[src/hw/mtc_consts.vh]
/*
 * Constants of the monitor time-out and gap configuration block:
 * register indices, field positions, reset values and timing figures.
 * Assumes a 50 MHz core clock and a 32-bit APB register port.
 */
`ifndef MTC_CONSTS_VH
`define MTC_CONSTS_VH

// ****************************************************************
// Register indices (byte address is four times the index)
// ****************************************************************
`define MTC_CFG_IDX      6'h29
`define MTC_IRQ_STAT_IDX 6'h2A
`define MTC_IRQ_MASK_IDX 6'h2B

// ****************************************************************
// Configuration fields
// ****************************************************************
`define MTC_TOSEL_HI     15
`define MTC_TOSEL_LO     14
`define MTC_RSV13_BIT    13
`define MTC_GAP_BIT      12
`define MTC_CFG_RESET    16'h0800
`define MTC_CFG_RMASK    16'hDFFF

// ****************************************************************
// Interrupt bits
// ****************************************************************
`define MTC_IRQ_W        2
`define MTC_IRQ_TO       0
`define MTC_IRQ_FMT      1

// ****************************************************************
// Timing
// ****************************************************************
`define MTC_CLK_NS       20
`define MTC_US_NS        1000
`define MTC_US_CYC       (`MTC_US_NS / `MTC_CLK_NS)
`define MTC_TO_US_0      8'd18
`define MTC_TO_US_1      8'd23
`define MTC_TO_US_2      8'd82
`define MTC_TO_US_3      8'd140
`define MTC_RTRT_US_0    8'd61
`define MTC_RTRT_US_1    8'd66
`define MTC_RTRT_US_2    8'd122
`define MTC_RTRT_US_3    8'd180
`define MTC_GAP_MIN_NS   4000
`define MTC_GAP_MIN_CYC  ((`MTC_GAP_MIN_NS + `MTC_CLK_NS - 1) / `MTC_CLK_NS)

`endif

[src/hw/mtc_tick_div.v]
/*
 * Microsecond tick divider for the time-out counter.
 * Assumes one core clock; clear_i restarts the phase so that
 * the first tick lands exactly DIV cycles after the clear.
 */
`timescale 1ns/1ps

module mtc_tick_div
#(
    parameter DIV = 50
)
(
    // Clock and reset
    input  wire       core_clk_i,
    input  wire       reset_n_i,
    // Control
    input  wire       clear_i,
    // Tick
    output wire       tick_o
);

    reg  [7:0] cnt_reg;
    wire       wrap;

    assign wrap   = (cnt_reg == DIV[7:0] - 8'h01);
    assign tick_o = wrap & ~clear_i;

    always @(posedge core_clk_i)
    begin
        if (!reset_n_i || clear_i || wrap)
        begin
            cnt_reg <= 8'h00;
        end
        else
        begin
            cnt_reg <= cnt_reg + 8'h01;
        end
    end

endmodule

[src/hw/mtc_monitor_cfg.v]
/*
 * Bus monitor time-out and gap configuration: APB register bank with
 * the no-response timer, the minimum gap checker and an interrupt.
 * Assumes the word decoder gives one-cycle pulses at mid-parity and
 * mid-sync of each word, synchronous to core_clk_i.
 */
// How it works
// RQ1: Two-bit select picks 18, 23, 82 or 140 us; resets to zero.
// RQ2: Normal time-out runs from command mid-parity to status mid-sync.
// RQ3: RT-to-RT uses 61, 66, 122 or 180 us to first data mid-sync.
// RQ4: Gap check on requires 4 us gap before messages and responses.
// RQ5: A short gap with checking on flags a format error.
// RQ6: Gap check off, its reset value, disables the short gap check.
// RQ7: Software keeps reserved bits 13, 11, 10 at reset; no effect.
`timescale 1ns/1ps
`include "mtc_consts.vh"

module mtc_monitor_cfg
#(
    parameter US_CYC  = `MTC_US_CYC,
    parameter GAP_CYC = `MTC_GAP_MIN_CYC
)
(
    // Clock and reset
    input  wire        core_clk_i,
    input  wire        reset_n_i,
    // APB slave
    input  wire        psel_i,
    input  wire        penable_i,
    input  wire        pwrite_i,
    input  wire [7:0]  paddr_i,
    input  wire [31:0] pwdata_i,
    output reg  [31:0] prdata_o,
    output wire        pready_o,
    output wire        pslverr_o,
    // Word decoder events
    input  wire        cmd_parity_i,
    input  wire        rt_rt_i,
    input  wire        word_parity_i,
    input  wire        word_sync_i,
    input  wire        gap_point_i,
    // Settings and results
    output wire [1:0]  monitor_timeout_select_o,
    output wire        gap_check_enable_o,
    output reg         no_response_o,
    output reg         format_error_o,
    output wire        irq_o
);

    // ****************************************************************
    // Register decode
    // ****************************************************************
    reg  [15:0]             cfg_reg;
    reg  [`MTC_IRQ_W-1:0]   stat_reg;
    reg  [`MTC_IRQ_W-1:0]   mask_reg;
    wire                    access;
    wire                    wr;
    wire                    hit_cfg;
    wire                    hit_stat;
    wire                    hit_mask;
    wire                    mapped;

    assign access   = psel_i & penable_i;
    assign hit_cfg  = (paddr_i[7:2] == `MTC_CFG_IDX);
    assign hit_stat = (paddr_i[7:2] == `MTC_IRQ_STAT_IDX);
    assign hit_mask = (paddr_i[7:2] == `MTC_IRQ_MASK_IDX);
    assign mapped   = (hit_cfg | hit_stat | hit_mask)
                      & (paddr_i[1:0] == 2'b00);
    assign wr       = access & pwrite_i & mapped;
    // Zero wait states; unmapped or unaligned gets an error
    assign pready_o  = 1'b1;
    assign pslverr_o = access & ~mapped;

    always @*
    begin
        prdata_o = 32'h0000_0000;
        if (hit_cfg)
        begin
            // Write-only bit 13 reads as zero
            prdata_o[15:0] = cfg_reg & `MTC_CFG_RMASK;
        end
        else if (hit_stat)
        begin
            prdata_o[`MTC_IRQ_W-1:0] = stat_reg;
        end
        else if (hit_mask)
        begin
            prdata_o[`MTC_IRQ_W-1:0] = mask_reg;
        end
        if (!mapped)
        begin
            prdata_o = 32'h0000_0000;
        end
    end

    // ****************************************************************
    // Configuration register
    // ****************************************************************
    always @(posedge core_clk_i)
    begin
        if (!reset_n_i)
        begin
            cfg_reg <= `MTC_CFG_RESET; // RQ1 RQ6
        end
        else if (wr && hit_cfg)
        begin
            // Reserved bits are stored but steer nothing
            cfg_reg <= pwdata_i[15:0]; // RQ7
        end
    end

    assign monitor_timeout_select_o = cfg_reg[`MTC_TOSEL_HI:`MTC_TOSEL_LO];
    assign gap_check_enable_o       = cfg_reg[`MTC_GAP_BIT];

    // ****************************************************************
    // No-response timer
    // ****************************************************************
    reg        wait_reg;
    reg        rtrt_reg;
    reg  [7:0] us_reg;
    reg  [7:0] limit;
    wire       tick;

    mtc_tick_div
    #(
        .DIV        (US_CYC)
    )
    u_tick
    (
        .core_clk_i (core_clk_i),
        .reset_n_i  (reset_n_i),
        .clear_i    (cmd_parity_i),
        .tick_o     (tick)
    );

    always @*
    begin
        case ({rtrt_reg, monitor_timeout_select_o})
            3'b000:  limit = `MTC_TO_US_0; // RQ1
            3'b001:  limit = `MTC_TO_US_1; // RQ1
            3'b010:  limit = `MTC_TO_US_2; // RQ1
            3'b011:  limit = `MTC_TO_US_3; // RQ1
            3'b100:  limit = `MTC_RTRT_US_0; // RQ3
            3'b101:  limit = `MTC_RTRT_US_1; // RQ3
            3'b110:  limit = `MTC_RTRT_US_2; // RQ3
            3'b111:  limit = `MTC_RTRT_US_3; // RQ3
            default: limit = `MTC_TO_US_0;
        endcase
    end

    always @(posedge core_clk_i)
    begin
        if (!reset_n_i)
        begin
            wait_reg      <= 1'b0;
            rtrt_reg      <= 1'b0;
            us_reg        <= 8'h00;
            no_response_o <= 1'b0;
        end
        else
        begin
            no_response_o <= 1'b0;
            if (cmd_parity_i)
            begin
                // Start at mid-parity of the command
                wait_reg <= 1'b1; // RQ2
                rtrt_reg <= rt_rt_i; // RQ3
                us_reg   <= 8'h00;
            end
            else if (wait_reg && word_sync_i)
            begin
                // Reply mid-sync stops the timer; wins over a tick
                wait_reg <= 1'b0; // RQ2 RQ3
            end
            else if (wait_reg && tick)
            begin
                us_reg <= us_reg + 8'h01;
                if (us_reg + 8'h01 == limit)
                begin
                    wait_reg      <= 1'b0;
                    no_response_o <= 1'b1; // RQ1 RQ3
                end
            end
        end
    end

    // ****************************************************************
    // Minimum gap checker
    // ****************************************************************
    reg  [8:0] gap_reg;
    reg        gap_seen_reg;
    wire       gap_short;

    assign gap_short = gap_seen_reg && (gap_reg < GAP_CYC[8:0]);

    always @(posedge core_clk_i)
    begin
        if (!reset_n_i)
        begin
            gap_reg        <= 9'h000;
            gap_seen_reg   <= 1'b0;
            format_error_o <= 1'b0;
        end
        else
        begin
            format_error_o <= 1'b0;
            if (word_parity_i)
            begin
                gap_reg      <= 9'h001;
                gap_seen_reg <= 1'b1;
            end
            else if (gap_reg < GAP_CYC[8:0])
            begin
                // Saturates so long idle never wraps to short
                gap_reg <= gap_reg + 9'h001;
            end
            if (word_sync_i && gap_point_i && gap_short
                && gap_check_enable_o) // RQ4 RQ6
            begin
                format_error_o <= 1'b1; // RQ5
            end
        end
    end

    // ****************************************************************
    // Interrupt status and mask
    // ****************************************************************
    wire [`MTC_IRQ_W-1:0] events;

    assign events[`MTC_IRQ_TO]  = no_response_o;
    assign events[`MTC_IRQ_FMT] = format_error_o;
    assign irq_o = |(stat_reg & mask_reg);

    always @(posedge core_clk_i)
    begin
        if (!reset_n_i)
        begin
            stat_reg <= {`MTC_IRQ_W{1'b0}};
            mask_reg <= {`MTC_IRQ_W{1'b0}};
        end
        else
        begin
            // New event beats a same-cycle write-one clear
            if (wr && hit_stat)
            begin
                stat_reg <= (stat_reg & ~pwdata_i[`MTC_IRQ_W-1:0])
                            | events;
            end
            else
            begin
                stat_reg <= stat_reg | events;
            end
            if (wr && hit_mask)
            begin
                mask_reg <= pwdata_i[`MTC_IRQ_W-1:0];
            end
        end
    end

endmodule

[config.mk]
export PLATFORM = sky130hd
export DESIGN_NAME = mtc_monitor_cfg
export DESIGN_NICKNAME = d
export VERILOG_FILES = /design/src/hw/mtc_tick_div.v /design/src/hw/mtc_monitor_cfg.v
export VERILOG_INCLUDE_DIRS = /design/src /design/src/hw
export SDC_FILE = /design/constraint.sdc
export NUM_CORES = 1
export LEC_CHECK = 0
export BUFFER_PORTS_ARGS = -buffer_cell sky130_fd_sc_hd__buf_2
export CAP_MARGIN = 5
export CORE_ASPECT_RATIO = 1.1
export CORE_MARGIN = 3
export CORE_UTILIZATION = 40
export CTS_CLUSTER_SIZE = 25
export DETAILED_ROUTE_END_ITERATION = 12
export GPL_ROUTABILITY_DRIVEN = 0
export PLACE_DENSITY = 0.75
export SLEW_MARGIN = 20
export SYNTH_ARGS = -nofsm -noshare
export SYNTH_HDL_FRONTEND = slang
export SYNTH_SLANG_ARGS = --single-unit
[constraint.sdc]
create_clock -name core_clk_i -period 2.37 [get_ports core_clk_i]
set_input_delay 0.474 -clock core_clk_i [delete_from_list [all_inputs] [get_ports core_clk_i]]
set_output_delay 0.474 -clock core_clk_i [all_outputs]
set_load 0.05 [all_outputs]
==> results_dict.tcl <==
set metrics [dict create \
    gr-max-usage-layer "met2" \
    pre_cts_slack_ps 120 \
    die_x_um 84.6 \
    grt_use_met3 0.0400 \
    yosys_warnings 0 \
    viasPerCell 4.98 \
    slew_viol_final 0 \
    grt.total_usage 0.154 \
    synth_area_per_cell_um2 8.70 \
    htree_num_levels 2 \
    root_buffer "clkbuf_8" \
    fin_crit_sh 0.923 \
    cp_slowest_cell "or3_4" \
    hold_buffers 0 \
    status "complete, no violations" \
    ys_seq_area_frac 0.361 \
    hold_path.class "input pin to flop" \
    fin_worst_skew_ps 9.65 \
    crit_fanout 5 \
    utilization 0.491 \
    use_met2 0.260 \
    synth_edf_count 0 \
    fin_crit_ps 2190 \
    min_from "word_parity_i" \
    async_flop_share 0 \
    io_pins 90 \
    grt_overflow_total 0 \
    antenna-diode-count 0 \
    clkSlewWorstSetupHoldPaths_ps 90 \
    portBuffers 54 \
    wl_per_cell_um 12.8 \
    met1_usage 0.184 \
    rsz0062_at_grt "no" \
    max-vdd-ir-drop_mv 0.345 \
    critPathMaxStageDelay_ps 420 \
    routed_wl_um 5710 \
    antenna_left 0 \
    report.final.hold_viol_count 0 \
    nets 425 \
    dpl.hpwl_um 4340 \
    nFillCells 636 \
    cts.sinks 49 \
    remaining_drc_errors 0 \
    worst_setup_path_start_kind "input pin" \
    setup_viol 0 \
    critPathKind "input pin to output port" \
    rr_endpoint "wait_reg" \
    postSynthCellCount 312 \
    reg2reg_depth 6 \
    num_vias 2220 \
    largest_register_ffs 15 \
    hold_path_depth 2 \
    synth_cell_types 45 \
    final_cell_mix "buf_2, dfxtp_1, nand2_1" \
    whs_ps 381 \
    synth_top_flop_cell "dfxtp_1" \
    grt_max_degree 23 \
    fin_setup_tns_ps 0 \
    cp_data_arrival_time_ps 1710 \
    regToRegSetupSlack_ps 420 \
    initial_core_util 0.425 \
    grt_pass1_vias 2232 \
    cts_buffer_depth 2 \
    end_kind "output port" \
    die-area_um2 7810 \
    areaGrowthSynthToFinish_pct 15.3 \
    cp_data_required_time_ps 1900 \
    layout_setup_ws_ps 182 \
    clock_latency_ps 310 \
    antenna_found_initial 0 \
    drt_iter0_drc 103 \
    leakage_nw 1.36 \
    ys_ff_latch 49 \
    tritoncts "done" \
    synth_area_um2 2720 \
    core_area_um2 6380 \
    firstDrtPassIters 4 \
    crit_path_frequent_cell "buf_2" \
    final_common_cell "buf_2" \
    rows 30 \
    drive_above_1_share 0.208 \
    grt_first_pass_wirelength_um 9940 \
    cts_buffers 5 \
    fp.dieH_um 92.4 \
    max_freq_mhz 457 \
    r2r_start "cfg_reg[14]" \
    path_cells "buf_2, nand4bb_1, or3_4, nor3_1, buf_2" \
    power.density_nw_per_um2 510 \
    min_to "gap_seen_reg" \
    cap_violations 0 \
]
## how the worst max path moves through the flow
| stage | slack, ps | cells after the start | start | end |
|---|---|---|---|---|
| after CTS | 120 | 5 | paddr_i[6] | prdata_o[14] |
| after global placement | 150 | 5 | paddr_i[6] | prdata_o[14] |
| final | 180 | 5 | paddr_i[6] | prdata_o[15] |
| after floorplan | -320 | 3 | paddr_i[6] | prdata_o[14] |
| after detailed placement | 120 | 5 | paddr_i[6] | prdata_o[14] |
| after global routing | 30 | 5 | paddr_i[6] | prdata_o[14] |
## critical path, delay by kind of cell
family                 cells  cell delay (ps)
buffers and inverters      2              370
AND/OR/NAND/NOR            3              870
## synth_stat cells (2+ instances only)
library cell,n,area share
dfxtp_1,49,0.36
nand2_1,42,0.058
nor2_1,31,0.043
buf_4,21,0.058
and3_1,18,0.041
a21boi_0,15,0.041
xnor2_1,15,0.048
xor2_1,15,0.048
ha_1,10,0.046
mux2i_1,9,0.033
clkbuf_1,7,0.0097
nand3_1,7,0.013
nand4_1,7,0.016
nor3_1,7,0.013
inv_1,6,0.0083
nor2b_1,6,0.014
o21a_1,6,0.017
nand2b_1,4,0.0092
buf_2,3,0.0055
or3_1,3,0.0069
a22oi_1,2,0.0055
and4_1,2,0.0065
conb_1,2,0.0028
mux2_2,2,0.0083
nor4_1,2,0.0046
o21ai_0,2,0.0037
## per-stage QoR
| stage | area [um^2] | total power, mW | std cells |
|---|---|---|---|
| after floorplan | 2780 | 0.989 | 328 |
| final | 3130 | 1.60 | 446 |
| after CTS | 3120 | 1.62 | 446 |
| after detailed placement | 3010 | 1.02 | 438 |
| after global routing | 3130 | 1.66 | 446 |
| after global placement | 3010 | 1.02 | 438 |
## logic make-up (layout without fill, tap and decap cells)
| group | after synthesis | after routing | synth area share |
|---|---|---|---|
| buf+inv | 37 | 75 | 0.0816 |
| mux | 11 | 11 | 0.0415 |
| fa+ha+maj | 10 | 10 | 0.0461 |
| simple gates | 137 | 137 | 0.256 |
| compound gates | 34 | 34 | 0.0968 |
| xor+xnor | 32 | 32 | 0.114 |
| other cells | 2 | 18 | 0.00277 |
| flops | 49 | 49 | 0.361 |
## layer usage
layer | routed length (um) | part of all wire
met3 | 385 | 0.067
met2 | 2660 | 0.47
met5 | 0 | 0
met4 | 143 | 0.025
met1 | 2520 | 0.44
## what timing repair did
item,in CTS,in global routing
hold endpoints to repair,0,0
gates resized for setup,0,2
setup endpoints to repair,0,1
buffers inserted,0,0
## final cells by class
type	count	area (um^2)	area share
clock inverters	2	38.8	0.0124
multi-input cells	242	1580	0.504
repair buffers	61	338	0.108
inverters	6	22.5	0.00719
flip-flops and latches	49	981	0.313
clock buffers	6	72.6	0.0232
well taps	80	100	0.0320
## power by group
| group | internal [mW] | switching [mW] |
|---|---|---|
| logic | 0.0489 | 0.114 |
| registers | 0.830 | 0.00622 |
| clock network | 0.317 | 0.279 |
Note: power is estimated with default switching activity, not from simulation.
